==> config.mk <==
export PLATFORM = sky130hd
export DESIGN_NAME = bsbmu_unit
export DESIGN_NICKNAME = d
export VERILOG_FILES = /design/src/logic/bsbmu_pkg.sv /design/src/logic/bsbmu_unit.sv
export VERILOG_INCLUDE_DIRS = /design/src /design/src/logic
export SDC_FILE = /design/constraint.sdc
export NUM_CORES = 1
export LEC_CHECK = 0
export BUFFER_PORTS_ARGS = -buffer_cell sky130_fd_sc_hd__buf_4
export CAP_MARGIN = 10
export CORE_MARGIN = 2
export CORE_UTILIZATION = 55
export CTS_BUF_LIST = sky130_fd_sc_hd__clkbuf_4 sky130_fd_sc_hd__clkbuf_8
export DETAILED_ROUTE_END_ITERATION = 12
export PLACE_DENSITY = 0.83
export SETUP_SLACK_MARGIN = 0.1
export SYNTH_ARGS = -nofsm -noshare
export SYNTH_HDL_FRONTEND = slang
export SYNTH_SLANG_ARGS = --single-unit
==> constraint.sdc <==
create_clock -name core_clk -period 7 [get_ports core_clk]
set_clock_uncertainty 0.1 [all_clocks]
set_input_delay 1.4 -clock core_clk [delete_from_list [all_inputs] [get_ports core_clk]]
set_output_delay 1.4 -clock core_clk [all_outputs]
set_load 0.005 [all_outputs]
==> src/logic/bsbmu_params.svh <==
// Constants for the byte shift and bit manipulation unit.
`ifndef BSBMU_PARAMS_SVH
`define BSBMU_PARAMS_SVH

// =====================================================================
// Widths
`define BSBMU_DATA_W    8
`define BSBMU_BITNO_W   3
`define BSBMU_OP_W      5
`define BSBMU_MSB       7

// =====================================================================
// Reset values
`define BSBMU_RST_DATA  8'h00
`define BSBMU_RST_BIT   1'b0

`endif

==> src/logic/bsbmu_pkg.sv <==
// Types shared by the byte shift and bit manipulation unit.
`include "bsbmu_params.svh"

package bsbmu_pkg;

  // ===================================================================
  // Operation codes.
  typedef enum logic [`BSBMU_OP_W-1:0] {
    OP_ARITH_SHIFT_LEFT       = 5'h00,
    OP_ARITH_SHIFT_RIGHT      = 5'h01,
    OP_LOGIC_SHIFT_LEFT       = 5'h02,
    OP_LOGIC_SHIFT_RIGHT      = 5'h03,
    OP_ROTATE_LEFT            = 5'h04,
    OP_ROTATE_RIGHT           = 5'h05,
    OP_ROTATE_LEFT_VIA_CARRY  = 5'h06,
    OP_ROTATE_RIGHT_VIA_CARRY = 5'h07,
    OP_BIT_SET                = 5'h08,
    OP_BIT_CLEAR              = 5'h09,
    OP_BIT_INVERT             = 5'h0A,
    OP_BIT_TEST               = 5'h0B,
    OP_CARRY_AND_BIT          = 5'h0C,
    OP_CARRY_AND_INV_BIT      = 5'h0D,
    OP_CARRY_OR_BIT           = 5'h0E,
    OP_CARRY_OR_INV_BIT       = 5'h0F,
    OP_CARRY_XOR_BIT          = 5'h10,
    OP_CARRY_XOR_INV_BIT      = 5'h11,
    OP_BIT_TO_CARRY           = 5'h12,
    OP_INV_BIT_TO_CARRY       = 5'h13,
    OP_CARRY_TO_BIT           = 5'h14,
    OP_INV_CARRY_TO_BIT       = 5'h15
  } bsbmu_op_t;

  // ===================================================================
  // Sequencer states, Gray coded along idle, read, write.
  typedef enum logic [1:0] {
    ST_IDLE  = 2'b00,
    ST_READ  = 2'b01,
    ST_WRITE = 2'b11
  } bsbmu_state_t;

  // ===================================================================
  // Condition flags carried in and out.
  typedef struct packed {
    logic c;
    logic z;
    logic n;
  } bsbmu_flags_t;

  // One decoded operation from the instruction sequencer.
  typedef struct packed {
    logic                       valid;
    bsbmu_op_t                  op;
    logic [`BSBMU_DATA_W-1:0]   operand;
    logic [`BSBMU_BITNO_W-1:0]  imm_bit;
    logic [`BSBMU_DATA_W-1:0]   bit_reg;
    logic                       bit_from_reg;
    logic                       to_mem;
    bsbmu_flags_t               flags;
  } bsbmu_req_t;

  // Result of one operation.
  typedef struct packed {
    logic                       valid;
    logic [`BSBMU_DATA_W-1:0]   data;
    logic                       wr_reg;
    bsbmu_flags_t               flags;
  } bsbmu_resp_t;

  // Result of the combinational execute step.
  typedef struct packed {
    logic [`BSBMU_DATA_W-1:0]   data;
    logic                       writes;
    bsbmu_flags_t               flags;
  } bsbmu_exec_t;

endpackage

==> src/logic/bsbmu_unit.sv <==
// Byte shift, rotate and single-bit manipulation datapath.
`timescale 1ns/10ps
`include "bsbmu_params.svh"
// Notes on behaviour
// - Arithmetic shifts move a byte register one place and write it back.
// - Logical shifts move one place, fill the vacated bit with zero, write back.
// - Plain rotates move the bit leaving one end into the other end.
// - Carry rotates treat register plus carry as a nine-bit ring.
// - Set, clear, invert, test take bit number from immediate or register low bits.
// - Bit set forces the chosen bit to one, others unchanged.
// - Bit clear forces the chosen bit to zero, others unchanged.
// - Bit invert complements only the chosen bit and writes the byte back.
// - Bit test loads zero flag with inverse of chosen bit, operand untouched.
// - Carry becomes carry AND bit, or carry AND inverted bit.
// - Carry becomes carry OR bit, or carry OR inverted bit.
// - Carry becomes carry XOR bit, or carry XOR inverted bit.
// - Bit load copies the bit, or its inverse, into carry.
// - Bit store writes carry, or inverted carry, into the chosen bit.
// - Inverted carry operations always take the bit number from the immediate.

module bsbmu_unit
  import bsbmu_pkg::*;
(
  input  wire logic                      core_clk,
  input  wire logic                      rst,
  input  wire bsbmu_req_t                req,
  output logic                           req_ready,
  output logic                           mem_rd,
  input  wire logic                      mem_rd_ack,
  input  wire logic [`BSBMU_DATA_W-1:0]  mem_rd_data,
  output logic                           mem_wr,
  input  wire logic                      mem_wr_ack,
  output logic [`BSBMU_DATA_W-1:0]       mem_wr_data,
  output bsbmu_resp_t                    resp
);

  // ===================================================================
  // Helper functions.

  // True for the five inverted-operand carry operations.
  function automatic logic is_inv_op(input bsbmu_op_t op);
    is_inv_op = (op == OP_CARRY_AND_INV_BIT) || (op == OP_CARRY_OR_INV_BIT) ||
                (op == OP_CARRY_XOR_INV_BIT) || (op == OP_INV_BIT_TO_CARRY) ||
                (op == OP_INV_CARRY_TO_BIT);
  endfunction

  // Bit number select; inverted forms never look at the register.
  function automatic logic [`BSBMU_BITNO_W-1:0] bit_no(input bsbmu_req_t r);
    if (r.bit_from_reg && !is_inv_op(r.op)) begin
      bit_no = r.bit_reg[`BSBMU_BITNO_W-1:0];
    end else begin
      bit_no = r.imm_bit;
    end
  endfunction

  // One-hot mask of the selected bit.
  function automatic logic [`BSBMU_DATA_W-1:0] bit_mask(input logic [`BSBMU_BITNO_W-1:0] b);
    bit_mask = `BSBMU_DATA_W'(1) << b;
  endfunction

  // Execute one operation on a byte with the incoming flags.
  function automatic bsbmu_exec_t exec(input bsbmu_op_t op,
                                       input logic [`BSBMU_DATA_W-1:0] s,
                                       input logic [`BSBMU_BITNO_W-1:0] b,
                                       input bsbmu_flags_t f);
    logic [`BSBMU_DATA_W-1:0] m;
    logic                     sel;
    logic                     shift;
    m           = bit_mask(b);
    sel         = s[b];
    shift       = 1'b0;
    exec.data   = s;
    exec.writes = 1'b0;
    exec.flags  = f;
    case (op)
      OP_ARITH_SHIFT_LEFT, OP_LOGIC_SHIFT_LEFT: begin
        exec.data    = {s[`BSBMU_MSB-1:0], 1'b0};
        exec.flags.c = s[`BSBMU_MSB];
        shift        = 1'b1;
      end
      OP_ARITH_SHIFT_RIGHT: begin
        exec.data    = {s[`BSBMU_MSB], s[`BSBMU_MSB:1]};
        exec.flags.c = s[0];
        shift        = 1'b1;
      end
      OP_LOGIC_SHIFT_RIGHT: begin
        exec.data    = {1'b0, s[`BSBMU_MSB:1]};
        exec.flags.c = s[0];
        shift        = 1'b1;
      end
      OP_ROTATE_LEFT: begin
        exec.data    = {s[`BSBMU_MSB-1:0], s[`BSBMU_MSB]};
        exec.flags.c = s[`BSBMU_MSB];
        shift        = 1'b1;
      end
      OP_ROTATE_RIGHT: begin
        exec.data    = {s[0], s[`BSBMU_MSB:1]};
        exec.flags.c = s[0];
        shift        = 1'b1;
      end
      OP_ROTATE_LEFT_VIA_CARRY: begin
        exec.data    = {s[`BSBMU_MSB-1:0], f.c};
        exec.flags.c = s[`BSBMU_MSB];
        shift        = 1'b1;
      end
      OP_ROTATE_RIGHT_VIA_CARRY: begin
        exec.data    = {f.c, s[`BSBMU_MSB:1]};
        exec.flags.c = s[0];
        shift        = 1'b1;
      end
      OP_BIT_SET: begin
        exec.data   = s | m;
        exec.writes = 1'b1;
      end
      OP_BIT_CLEAR: begin
        exec.data   = s & ~m;
        exec.writes = 1'b1;
      end
      OP_BIT_INVERT: begin
        exec.data   = s ^ m;
        exec.writes = 1'b1;
      end
      OP_BIT_TEST:          exec.flags.z = ~sel;
      OP_CARRY_AND_BIT:     exec.flags.c = f.c & sel;
      OP_CARRY_AND_INV_BIT: exec.flags.c = f.c & ~sel;
      OP_CARRY_OR_BIT:      exec.flags.c = f.c | sel;
      OP_CARRY_OR_INV_BIT:  exec.flags.c = f.c | ~sel;
      OP_CARRY_XOR_BIT:     exec.flags.c = f.c ^ sel;
      OP_CARRY_XOR_INV_BIT: exec.flags.c = f.c ^ ~sel;
      OP_BIT_TO_CARRY:      exec.flags.c = sel;
      OP_INV_BIT_TO_CARRY:  exec.flags.c = ~sel;
      OP_CARRY_TO_BIT, OP_INV_CARRY_TO_BIT: begin
        exec.data   = ((op == OP_CARRY_TO_BIT) ? f.c : ~f.c) ? (s | m) : (s & ~m);
        exec.writes = 1'b1;
      end
      default: exec.data = s;
    endcase
    // Every shift and rotate writes back and refreshes zero and negative.
    if (shift) begin
      exec.writes  = 1'b1;
      exec.flags.z = (exec.data == `BSBMU_DATA_W'(0));
      exec.flags.n = exec.data[`BSBMU_MSB];
    end
  endfunction

  // ===================================================================
  // State and working signals.
  bsbmu_state_t state_q;
  bsbmu_req_t   held_q;
  bsbmu_resp_t  resp_q;
  bsbmu_exec_t  ex;
  logic [`BSBMU_DATA_W-1:0] wdata_q;
  logic         take;

  assign req_ready = (state_q == ST_IDLE);
  assign take      = req.valid && req_ready;
  assign mem_rd    = (state_q == ST_READ);
  assign mem_wr    = (state_q == ST_WRITE);
  assign mem_wr_data = wdata_q;
  assign resp      = resp_q;

  // Register operands come straight in; memory bytes come from the read.
  always_comb begin
    if (state_q == ST_IDLE) begin
      ex = exec(req.op, req.operand, bit_no(req), req.flags);
    end else begin
      ex = exec(held_q.op, mem_rd_data, bit_no(held_q), held_q.flags);
    end
  end

  // ===================================================================
  // Sequencer: memory operands take a read and, if modified, a write.
  always_ff @(posedge core_clk or posedge rst) begin
    if (rst) begin
      state_q <= ST_IDLE;
    end else begin
      case (state_q)
        ST_IDLE: begin
          if (take && req.to_mem) begin
            state_q <= ST_READ;
          end
        end
        ST_READ: begin
          if (mem_rd_ack) begin
            state_q <= ex.writes ? ST_WRITE : ST_IDLE;
          end
        end
        ST_WRITE: begin
          if (mem_wr_ack) begin
            state_q <= ST_IDLE;
          end
        end
        default: state_q <= ST_IDLE;
      endcase
    end
  end

  // Hold the request for the whole memory sequence.
  always_ff @(posedge core_clk or posedge rst) begin
    if (rst) begin
      held_q <= '0;
    end else if (take) begin
      held_q <= req;
    end
  end

  // The whole modified byte goes back, never a single bit.
  always_ff @(posedge core_clk or posedge rst) begin
    if (rst) begin
      wdata_q <= `BSBMU_RST_DATA;
    end else if (state_q == ST_READ && mem_rd_ack) begin
      wdata_q <= ex.data;
    end
  end

  // ===================================================================
  // Response register; valid pulses once per operation.
  always_ff @(posedge core_clk or posedge rst) begin
    if (rst) begin
      resp_q <= '0;
    end else begin
      resp_q.valid <= `BSBMU_RST_BIT;
      if (take && !req.to_mem) begin
        resp_q <= '{valid: 1'b1, data: ex.data, wr_reg: ex.writes, flags: ex.flags};
      end else if (state_q == ST_READ && mem_rd_ack) begin
        // Read-only memory ops finish here; flags are final either way.
        resp_q.valid <= !ex.writes;
        resp_q.data  <= ex.data;
        resp_q.wr_reg <= 1'b0;
        resp_q.flags <= ex.flags;
      end else if (state_q == ST_WRITE && mem_wr_ack) begin
        resp_q.valid <= 1'b1;
      end
    end
  end

  // ===================================================================
  // Assertions on the register path and the memory sequence.
  logic acc_reg;
  assign acc_reg = take && !req.to_mem;

  property p_shift_left;
    @(posedge core_clk) disable iff (rst)
    acc_reg && req.op == OP_LOGIC_SHIFT_LEFT |=>
      resp_q.valid && resp_q.data == {$past(req.operand[`BSBMU_MSB-1:0]), 1'b0} &&
      resp_q.flags.c == $past(req.operand[`BSBMU_MSB]);
  endproperty
  a_shift_left: assert property (p_shift_left) else $error("left shift wrong");

  property p_asr_sign;
    @(posedge core_clk) disable iff (rst)
    acc_reg && req.op == OP_ARITH_SHIFT_RIGHT |=>
      resp_q.data[`BSBMU_MSB] == $past(req.operand[`BSBMU_MSB]) &&
      resp_q.flags.n == $past(req.operand[`BSBMU_MSB]);
  endproperty
  a_asr_sign: assert property (p_asr_sign) else $error("sign not kept");

  property p_rot_carry;
    @(posedge core_clk) disable iff (rst)
    acc_reg && req.op == OP_ROTATE_RIGHT_VIA_CARRY |=>
      resp_q.data[7] == $past(req.flags.c) && resp_q.flags.c == $past(req.operand[0]);
  endproperty
  a_rot_carry: assert property (p_rot_carry) else $error("carry ring broken");

  property p_set_flags;
    @(posedge core_clk) disable iff (rst)
    acc_reg && req.op == OP_BIT_SET |=>
      resp_q.flags == $past(req.flags) && resp_q.data[$past(bit_no(req))];
  endproperty
  a_set_flags: assert property (p_set_flags) else $error("bit set wrong");

  property p_test_zero;
    @(posedge core_clk) disable iff (rst)
    acc_reg && req.op == OP_BIT_TEST |=>
      resp_q.flags.z != $past(req.operand[bit_no(req)]) && !resp_q.wr_reg;
  endproperty
  a_test_zero: assert property (p_test_zero) else $error("bit test wrong");

  property p_inv_imm;
    @(posedge core_clk) disable iff (rst)
    acc_reg && req.op == OP_INV_BIT_TO_CARRY |=>
      resp_q.flags.c == !$past(req.operand[req.imm_bit]);
  endproperty
  a_inv_imm: assert property (p_inv_imm) else $error("inverted op used register");

  property p_store_carry;
    @(posedge core_clk) disable iff (rst)
    acc_reg && req.op == OP_CARRY_TO_BIT |=>
      resp_q.data[$past(bit_no(req))] == $past(req.flags.c) && resp_q.wr_reg;
  endproperty
  a_store_carry: assert property (p_store_carry) else $error("bit store wrong");

  property p_mem_rmw;
    @(posedge core_clk) disable iff (rst)
    state_q == ST_READ && mem_rd_ack && held_q.op == OP_BIT_CLEAR |=>
      mem_wr && $countones(mem_wr_data ^ $past(mem_rd_data)) <= 1 &&
      !mem_wr_data[$past(bit_no(held_q))];
  endproperty
  a_mem_rmw: assert property (p_mem_rmw) else $error("memory byte not rewritten");

  property p_and_flags;
    @(posedge core_clk) disable iff (rst)
    acc_reg && req.op == OP_CARRY_AND_BIT |=>
      resp_q.flags.z == $past(req.flags.z) && resp_q.flags.n == $past(req.flags.n) &&
      resp_q.flags.c == ($past(req.flags.c) & $past(req.operand[bit_no(req)]));
  endproperty
  a_and_flags: assert property (p_and_flags) else $error("carry and wrong");

  c_mem_write: cover property (@(posedge core_clk) disable iff (rst)
    mem_wr && mem_wr_ack);
  c_mem_read_only: cover property (@(posedge core_clk) disable iff (rst)
    state_q == ST_READ && mem_rd_ack && !ex.writes);
  c_reg_rotate: cover property (@(posedge core_clk) disable iff (rst)
    acc_reg && req.op == OP_ROTATE_LEFT_VIA_CARRY);
  c_reg_bit_from_reg: cover property (@(posedge core_clk) disable iff (rst)
    acc_reg && req.bit_from_reg && req.op == OP_BIT_INVERT);

endmodule

# --- Word level (Yosys, flattened, before mapping) ---
# Index checks and enable logic that the tools add are counted.
totals:
  ff_bits: 38
  latch_bits: 0
  ramBits: 0
  mem_bits_ro: 0
  input_bits: 42
  out_inout_bits: 24
  n_memories: 0
op_classes:
  addsub: 0
  n_mul: 0
  n_div: 0
  n_lt_le_gt_ge: 2
  eq_ne: 47
  shifts: 2
  muxes: 40
  bitwise: 24
  reduce_logical: 38
op_table:
  columns: ["op", "n"]
  rows:
  - ["case mux 8 bit (11 select lines)", 2]
  - ["== test 5 x 4 -> 1 bit, second input constant", 16]
  - ["== test 5 bit, second input constant", 12]
  - ["== test 5 x 3 -> 1 bit, second input constant", 8]
  - ["two-way mux 8 bit", 4]
  - ["two-way mux 12 bit", 2]
  - ["== test 5 x 2 -> 1 bit, second input constant", 4]
  - ["case mux 1 bit (10 select lines)", 2]
  - ["AND 8 bit", 2]
  - ["logical NOT 8 bit", 2]
  - ["two-way mux 1 bit", 16]
  - ["NOT 8 bit", 2]
  - ["bitwise OR 8 bit", 2]
  - ["OR reduction 4 bit", 4]
  - ["OR reduction 8 bit", 2]
  - ["<< shifter 1 x 3 -> 8 bit, first input constant", 2]
  - ["bitwise XOR 8 bit", 2]
  - ["two-way mux 13 bit", 1]
  - ["two-way mux 2 bit", 6]
  - ["two-way mux 3 bit", 4]
  - ["== test 5 x 1 -> 1 bit, second input constant", 2]
  - ["logical NOT 5 bit", 2]
  - ["OR reduction 5 bit", 2]
  - ["logical OR 1 bit", 8]
  - ["16 further kinds", 44]

# --- Depth between registers and ports, before layout ---
# Gate-level depths: netlist of run 1.
logic_depth:
  word_depth: 21
  ltp_mapped: 16
  mapped_depth_nobuf: 14

# --- Worst setup path before layout of run 1 ---
# No wires, ideal clock.
synth_path:
  path_type: "input to register"
  start: "in req[28] (netlist name)"
  end: "reg resp_q (netlist bit resp[1])"
  setup_time_ns: 0.086
  t_arrival_ns: 3.929
  t_required_ns: 6.814
  path_slack_ns: 2.885
  stages: 15
  path_buffers: 2
  cell_sequence: "buf_4 > nand4b_1 > o211ai_2 > buf_4 > o41ai_1 > inv_1 > ha_1 > nor2b_1 > a21oi_1 > nor2_1 > o21ai_0 > a21oi_1 > a221oi_1 > or4_1 > a32oi_1"
synth_between:
  elab_chain_cells: 20
  word_cells_on_any_way: 49
  cone_classes: "17 x eq/ne; 1 x shift; 15 x mux; 5 x bitwise; 11 x reduce/logical"
synth_lines:
  columns: ["element", "line_no", "text"]
  rows:
  - ["start: declaration", "bsbmu_unit.sv:26", "input wire bsbmu_req_t req,"]
  - ["== test 5 x 4 -> 1 bit", "bsbmu_unit.sv:42", "is_inv_op = (op == OP_CARRY_AND_INV_BIT) || (op == OP_CARRY_OR_INV_BIT) ||"]
  - ["logical OR 1 bit (2 in series)", "bsbmu_unit.sv:42", null]
  - ["logical OR 1 bit (2 in series)", "bsbmu_unit.sv:43", "(op == OP_CARRY_XOR_INV_BIT) || (op == OP_INV_BIT_TO_CARRY) ||"]
  - ["logical NOT 1 bit", "bsbmu_unit.sv:49", "if (r.bit_from_reg && !is_inv_op(r.op)) begin"]
  - ["logical AND 1 bit", "bsbmu_unit.sv:49", null]
  - ["two-way mux 3 bit", "bsbmu_unit.sv:49", null]
  - ["two-way mux 3 bit", "bsbmu_unit.sv:164", "if (state_q == ST_IDLE) begin"]
  - ["<< shifter 1 x 3 -> 8 bit (no source line)", null, null]
  - ["[... 2 more ...]", null, null]
  - ["two-way mux 8 bit", "bsbmu_unit.sv:133", "exec.data = ((op == OP_CARRY_TO_BIT) ? f.c : ~f.c) ? (s | m) : (s & ~m);"]
  - ["case mux 8 bit (11 select lines)", "bsbmu_unit.sv:75", "case (op)"]
  - ["two-way mux 8 bit", "bsbmu_unit.sv:164", null]
  - ["logical NOT 8 bit", "bsbmu_unit.sv:141", "exec.flags.z = (exec.data == `BSBMU_DATA_W'(0));"]
  - ["two-way mux 2 bit (*)", "bsbmu_unit.sv:139", "if (shift) begin"]
  - ["two-way mux 12 bit (*)", "bsbmu_unit.sv:164", null]
  - ["two-way mux 12 bit", "bsbmu_unit.sv:225", "end else if (state_q == ST_READ && mem_rd_ack) begin"]
  - ["two-way mux 13 bit (*)", "bsbmu_unit.sv:223", "if (take && !req.to_mem) begin"]
  - ["end signal: assignment", "bsbmu_unit.sv:224", "resp_q <= '{valid: 1'b1, data: ex.data, wr_reg: ex.writes, flags: ex.flags};"]
  - ["end: declaration", "bsbmu_unit.sv:150", "bsbmu_resp_t resp_q;"]
# Every way passes the cells marked *; elsewhere a longest branch is shown, timed or not. The select of a mux whose other input is x is not followed.
# A chain may end at the register's enable or synchronous reset.

# --- Worst setup path in the final report of run 1 ---
layout_path:
  start: "in req[24] (netlist name)"
  end: "reg resp_q (netlist bit resp[1])"
# Same word-level chain as after synthesis.

==> metrics.txt, run 1 <==
status finished clean; postcts setup bufs 0; WP data arrival around 4900 ps; Synth top area share 0.2143; Top delay family on crit path compound AO/OA/AOI/OAI gates; # diodes 0; most frequent cell on the critical path nor2_1; htree depth 2; Yosys top cell by area dfrtp_1; CTS Root Cell clkbuf_8; largest net degree at the start of global routing 40; routed vias/inst 6.332; Rel. slew slack 0.4029; Power Density roughly 350 nW/µm²; number of remaining DRC errors 0; First DRT Iteration DRCs around 280; crit start category primary input; vias in the first global route around 3.9k; Leakage Power roughly 2.2 nW; Worst-path clk slew approximately 70 ps; period utilization 0.6809; layout cells sized above 1 0.2027; Reg power frac 0.283; Syn Inst Count ~570; Ys Warns 0; final antenna-violating net count 0; Comb pwr share 0.608; CTS resizes 0; IO buf count 60; cell internal pwr about 940 µW; CTS tree done; Critical Path Fanout Max 39; average wire per standard cell roughly 18 µm; total power ~1.7 mW; Post-synth ARST share 1.000; sw frac 0.4588; Largest stage delay, worst path 620 ps; die area 8804 µm²; hpwl dp slightly above 9000 µm; FP Rows 32; grt peak-use layer met2; synthesized area per cell 7.772 µm²; # hold bufs at CTS 0; routability cong. 0.8936; main area contributors after synthesis dfrtp_1, ha_1, mux2_2; CP Class in -> reg; all-layer global routing usage 0.2784; grt met3 use 0.04173; CP bufs+invs 2; core area slightly below 8000 µm²; initial antenna violation count 0; met2 Use GR 0.4518; drt total wl 12240 µm; number of enable flip-flop cells after synthesis 0; first-pass GRT wire length 19640 µm; Boundary Pins between 60 and 70; switching component of the power 796.5 µW; Layout Nets roughly 670; top post-synthesis cells by count nand2_1, nor2_1, a21oi_1; sequential area share after synthesis 0.2143; clock latency on the worst-skew pair 290 ps; Chip Height 93.83 µm; RSZ-0062 raised after global routing false; Area growth syn-to-layout 11.53%; crit-path cells buf_4, nand2_1, o211ai_2, mux2_2, inv_1, ha_1, nor2_1, a21oi_1, o22ai_1, a221o_1, nor2_1, nand3_1, or4_1, a32oi_1; Max Slew Vio Count 0; max-cap violations 0; max frequency about 210 MHz; fin crit period 4766 ps; Critical Path End Type flop; die width 93.83 µm; flops & latches, synth 38; met1 Use GR 0.3749; Max Root-Sink Buffers 2; Unique masters post-synth 70; CTS buffer count 5; top-count cell post-synth nand2_1; 1st-pass router iterations 5; Clock power frac 0.109; Tightest Pin Transition 884.1 ps; count of final hold-check violations 0; Crit-path slowest cell o211ai_2; setup_tns 0 ps; syn_nets between 600 and 700; Req. time, crit path 7110 ps; vias 4426; synthesized area about 4400 µm²; worst hold path type reg -> reg; final setup violating endpoints 0; initial core utilization 0.5714; Primary FF master, synth dfrtp_1; Peak VDD IR 154.4 µV; Sink Count 38; GRT overflow 0; fillers approximately 700
==> power by group through the flow <==
stage	Clock, mW	Combinational, mW	Sequential (mW)
finish	0.189	1.06	0.491
global route	0.204	1.16	0.509
CTS	0.194	1.05	0.486
detailed placement	0	1.04	0.491
global placement	0	0.998	0.482
floorplan	0	0.850	0.382
==> registers in the layout, summed over array words and instances (netlist names) <==
signal       count
held_q          15
mem_wr_data      8
resp            13
state_q          2
==> cells by family (layout without fill, tap and decap cells) <==
| family | after synthesis | in the layout | synth area share |
|---|---|---|---|
| adder cells (fa/ha/maj) | 32 | 32 | 0.09022 |
| XOR/XNOR | 3 | 3 | 0.005922 |
| AND/OR/NAND/NOR | 211 | 211 | 0.2315 |
| flip-flops | 38 | 38 | 0.2143 |
| multiplexers | 62 | 62 | 0.1508 |
| AO/OA/AOI/OAI | 156 | 156 | 0.2413 |
| buffers and inverters | 69 | 95 | 0.06597 |
==> worst paths after layout <==
check	startpoint	end	slack (ps)	cells after the start
min in group asynchronous	rst	resp[7]$_DFFE_PP0P_	1120	3
min reg2reg	mem_wr_data[3]$_DFFE_PP0P_	mem_wr_data[3]$_DFFE_PP0P_	380	2
min	mem_wr_data[3]$_DFFE_PP0P_	mem_wr_data[3]$_DFFE_PP0P_	380	2
max	req[24]	resp[1]$_DFFE_PP0P_	2230	14
max reg2reg	held_q[24]$_DFFE_PP0P_	resp[1]$_DFFE_PP0P_	2770	9
max in group asynchronous	rst	held_q[7]$_DFFE_PP0P_	5340	3
==> metrics by stage <==
stage	std cells	hold WS (ps)	worst slack, ps	area [µm²]	utilization
floorplan	571	373.3	2885	4438	-
global route	699	424.1	2034	4950	0.6372
global placement	691	362.8	2096	4832	0.6221
detailed placement	691	371.7	1991	4832	0.6221
CTS	698	388.9	2283	4945	0.6366
finish	699	380.6	2234	4950	0.6372
==> worst reg2reg max path, stage by stage (launching register included) <==
cell	delay, ps
dfrtp_1	880
inv_1	270
o311a_4	540
mux2_2	350
ha_1	280
a221o_1	330
a2111oi_2	720
nand2_1	80
or3_1	410
a32oi_1	190
==> metal layers <==
metal / vias to the layer above / part of all wire
li1: 2114 / -
met1: 2096 / 0.44
met2: 185 / 0.47
met3: 31 / 0.069
met4: 0 / 0.024
met5: - / 0
==> area by class of cell <==
| class | count | area (µm²) | area share |
|---|---|---|---|
| repair buffers | 63 | 470.5 | 0.09505 |
| clock buffers | 6 | 82.58 | 0.01668 |
| inverters | 25 | 93.84 | 0.01896 |
| flip-flops and latches | 38 | 950.9 | 0.1921 |
| well taps | 102 | 127.6 | 0.02578 |
| clock inverters | 1 | 30.03 | 0.006067 |
| multi-input cells | 464 | 3194 | 0.6453 |
==> cell usage in the layout (no fill, tap or decap), types with 3 or more instances in the layout <==
master / instances
a21o_1: 7
and3_1: 3
a221oi_1: 5
o221ai_1: 4
mux2i_1: 30
o221a_2: 6
o31ai_1: 3
ha_1: 32
a21oi_1: 46
a22o_1: 3
nand3_1: 8
nand3b_1: 3
o211ai_1: 4
nor2b_1: 16
nor3b_1: 6
or2_2: 6
nor3_1: 6
inv_1: 25
o21ai_0: 29
a31oi_1: 3
a211oi_1: 7
clkbuf_8: 6
nand4_1: 3
nor2_1: 57
o2111ai_1: 3
nand2_1: 72
nor4_1: 4
buf_4: 62
mux2_2: 28
or3_1: 3
o22ai_1: 10
nand2b_1: 9
nand4b_1: 4
dfrtp_1: 38
a221o_1: 3
(Power assumes the default switching activity.)
==> run 2, diff against run 1 <==
--- a/config.mk
+++ b/config.mk
@@ -6,6 +6,7 @@
 export SDC_FILE = /design/constraint.sdc
 export NUM_CORES = 1
 export LEC_CHECK = 0
+export ABC_AREA = 1
 export BUFFER_PORTS_ARGS = -buffer_cell sky130_fd_sc_hd__buf_4
 export CAP_MARGIN = 10
 export CORE_MARGIN = 2
==> constraint.sdc (replaced) <==
create_clock -name core_clk -period 5 [get_ports core_clk]
set_clock_uncertainty 0.1 [all_clocks]
set_input_delay 1 -clock core_clk [delete_from_list [all_inputs] [get_ports core_clk]]
set_output_delay 1 -clock core_clk [all_outputs]
set_load 0.005 [all_outputs]
==> metrics.txt, run 2 <==
most common cell after layout, fill and taps aside nand2_1; all-layer global routing usage 0.3151; r2r worst-path depth 18; Sink Count 38; Yosys top cell by area dfrtp_1; fin crit period 3537 ps; Max Root-Sink Buffers 2; max reg flops 15; worst hold path type reg -> reg; Critical Path Fanout Max 11; initial core utilization 0.5680; Tightest Pin Transition 712.6 ps; hold path depth 2; Power Density 513.3 nW/µm²; largest net degree at the start of global routing 39; flop-to-flop setup slack 1950 ps; Peak VDD IR 214.2 µV; CTS buffer count 5; Synth top area share 0.2155; Ys Warns 0; GRT overflow 0; max-cap violations 0; final non-filler cell total between 800 and 900; RR Startpoint held_q[24]$_DFFE_PP0P_; average wire per standard cell 15.80 µm; RSZ-0062 raised after global routing false; IO buf count 60; met2 Use GR 0.5180; dpl cells 847; Post-synth ARST share 1.000; Layout Nets 826; top post-synthesis cells by count nand2_1, nand3_1, inv_1; top-count cell post-synth nand2_1; WP data arrival 3630 ps; routed vias/inst 5.811; flops & latches, synth 38; Rel. slew slack 0.5232; sequential area share after synthesis 0.2155; Req. time, crit path 5100 ps; Leakage Power 2.485 nW; dpl cell area about 5000 µm²; Critical Path End Type flop; hpwl dp 10370 µm; vias in the first global route 4619; Largest stage delay, worst path approximately 300 ps; routability cong. 0.9644; setup_tns 0 ps; grt met3 use 0.03143; status finished clean; die area 8753 µm²; # hold bufs at CTS 0; synthesized area per cell 6.311 µm²; synthesized area 4412 µm²; CTS resizes 0; Chip Height 93.56 µm; met1 Use GR 0.4351; crit start category primary input; count of final hold-check violations 0; Worst Min Path Start resp[9]$_DFFE_PP0P_; main area contributors after synthesis dfrtp_1, nand2_1, ha_1; # diodes 0; First DRT Iteration DRCs 396; Boundary Pins 66; Top delay family on crit path simple AND/OR/NAND/NOR gates; Worst Hold Path EP resp[9]$_DFFE_PP0P_; syn_nets 773; Crit-path slowest cell ha_1; final setup violating endpoints 0; postcts setup bufs 0; Area growth syn-to-layout 13.19%; most frequent cells in the layout nand2_1, nand3_1, inv_1; initial antenna violation count 0; Max Slew Vio Count 0; worst hold slack 384.0 ps; largest reg by FF count held_q; first-pass GRT wire length around 22000 µm; Syn Inst Count 699; fin area 4994 µm²; period utilization 0.7074; FP Rows 32; die width a little over 90 µm; 1st-pass router iterations 8; vias 4968; grt peak-use layer met2; Primary FF master, synth dfrtp_1; CP bufs+invs 2; most frequent cell on the critical path nand2_1; number of enable flip-flop cells after synthesis 0; htree depth 2; max frequency 282.7 MHz; clock latency on the worst-skew pair 300 ps; reg-to-reg endpoint mem_wr_data[3]$_DFFE_PP0P_; number of remaining DRC errors 0; crit-path cells buf_4, nor2_2, nand3_2, nand2_2, nor2_4, nand2_1, nand2_2, nor2_1, nand2_1, ha_1, nand2_1, o211ai_1, nor3_1, nand2_1, nand2_1, inv_1, nand2_1, o21ai_0, nand2_1, nand2_1; Worst-path clk slew 80 ps; CP Class in -> reg; final antenna-violating net count 0; CTS tree done; drt total wl between 10000 and 15000 µm; layout cells sized above 1 0.1766; core area 7767 µm²; CTS Root Cell clkbuf_8; Unique masters post-synth 39
## run 2: cell types whose count changed after synthesis, moves of 10 or more
| cell | before | now |
|---|---|---|
| nand2_2 | 0 | 15 |
| nor2_2 | 0 | 10 |
| o21ai_0 | 29 | 47 |
| nand3_1 | 8 | 78 |
| a21oi_1 | 46 | 9 |
| mux2_2 | 28 | 0 |
| mux2i_1 | 30 | 0 |
| nor2b_1 | 16 | 0 |
| clkbuf_1 | 29 | 7 |
| inv_1 | 25 | 67 |
| nand2_1 | 72 | 223 |
## run 2: worst max path at each step
stage | from | end | cells past startpoint
2_1_floorplan | req[26] | resp[1]$_DFFE_PP0P_ | 20
3_3_place_gp | req[27] | resp[1]$_DFFE_PP0P_ | 19
3_5_place_dp | req[27] | mem_wr_data[7]$_DFFE_PP0P_ | 20
4_1_cts | req[27] | resp[1]$_DFFE_PP0P_ | 19
5_1_grt | req[27] | resp[11]$_DFFE_PP0P_ | 20
6_report | req[27] | mem_wr_data[7]$_DFFE_PP0P_ | 20
## run 2: tightest hold or removal path, cell delays in order (launching register included)
cell and delay [ps]:
dfrtp_1 350, nand2_1 50, nand2_1 60
## run 2: final cells by class
class	count	area (µm²)
clock buffer	6	76.32
multi-input combinational	567	3063
inverter	77	289.0
clock inverter	2	13.76
fill	752	2774
tap	102	127.6
sequential	38	950.9
timing repair buffer	63	473.0
## run 2: per-stage QoR
stage / utilization / setup WS (ps) / power [mW]
floorplan: - / 1719 / 1.781
global placement: 0.6313 / 1248 / 2.262
detailed placement: 0.6313 / 1205 / 2.313
CTS: 0.6429 / 1509 / 2.536
global route: 0.6429 / 1163 / 2.793
finish: 0.6429 / 1463 / 2.563
## run 2: per-layer routing
| layer | wire length [µm] | up-vias |
|---|---|---|
| li1 | - | 2420 |
| met1 | 5914 | 2279 |
| met2 | 6313 | 241 |
| met3 | 984 | 28 |
| met4 | 292 | 0 |
| met5 | 0 | - |
## run 2: cell families (layout without fill, tap and decap cells)
group | Yosys count | in the layout | synth area share
AOI/OAI and AO/OA | 98 | 98 | 0.1358
xor gates and xnor gates | 3 | 3 | 0.007659
adders and majority gates | 32 | 32 | 0.09075
buffers and inverters | 94 | 148 | 0.09019
DFF | 38 | 38 | 0.2155
and+or+nand+nor | 434 | 434 | 0.4600
## run 2: power by group
| part | internal [mW] | switching, mW | leakage (nW) |
|---|---|---|---|
| clock network | 0.104 | 0.116 | 0.0486 |
| logic | 0.590 | 1.17 | 1.96 |
| registers | 0.456 | 0.130 | 0.472 |
| total | 1.15 | 1.41 | 2.49 |
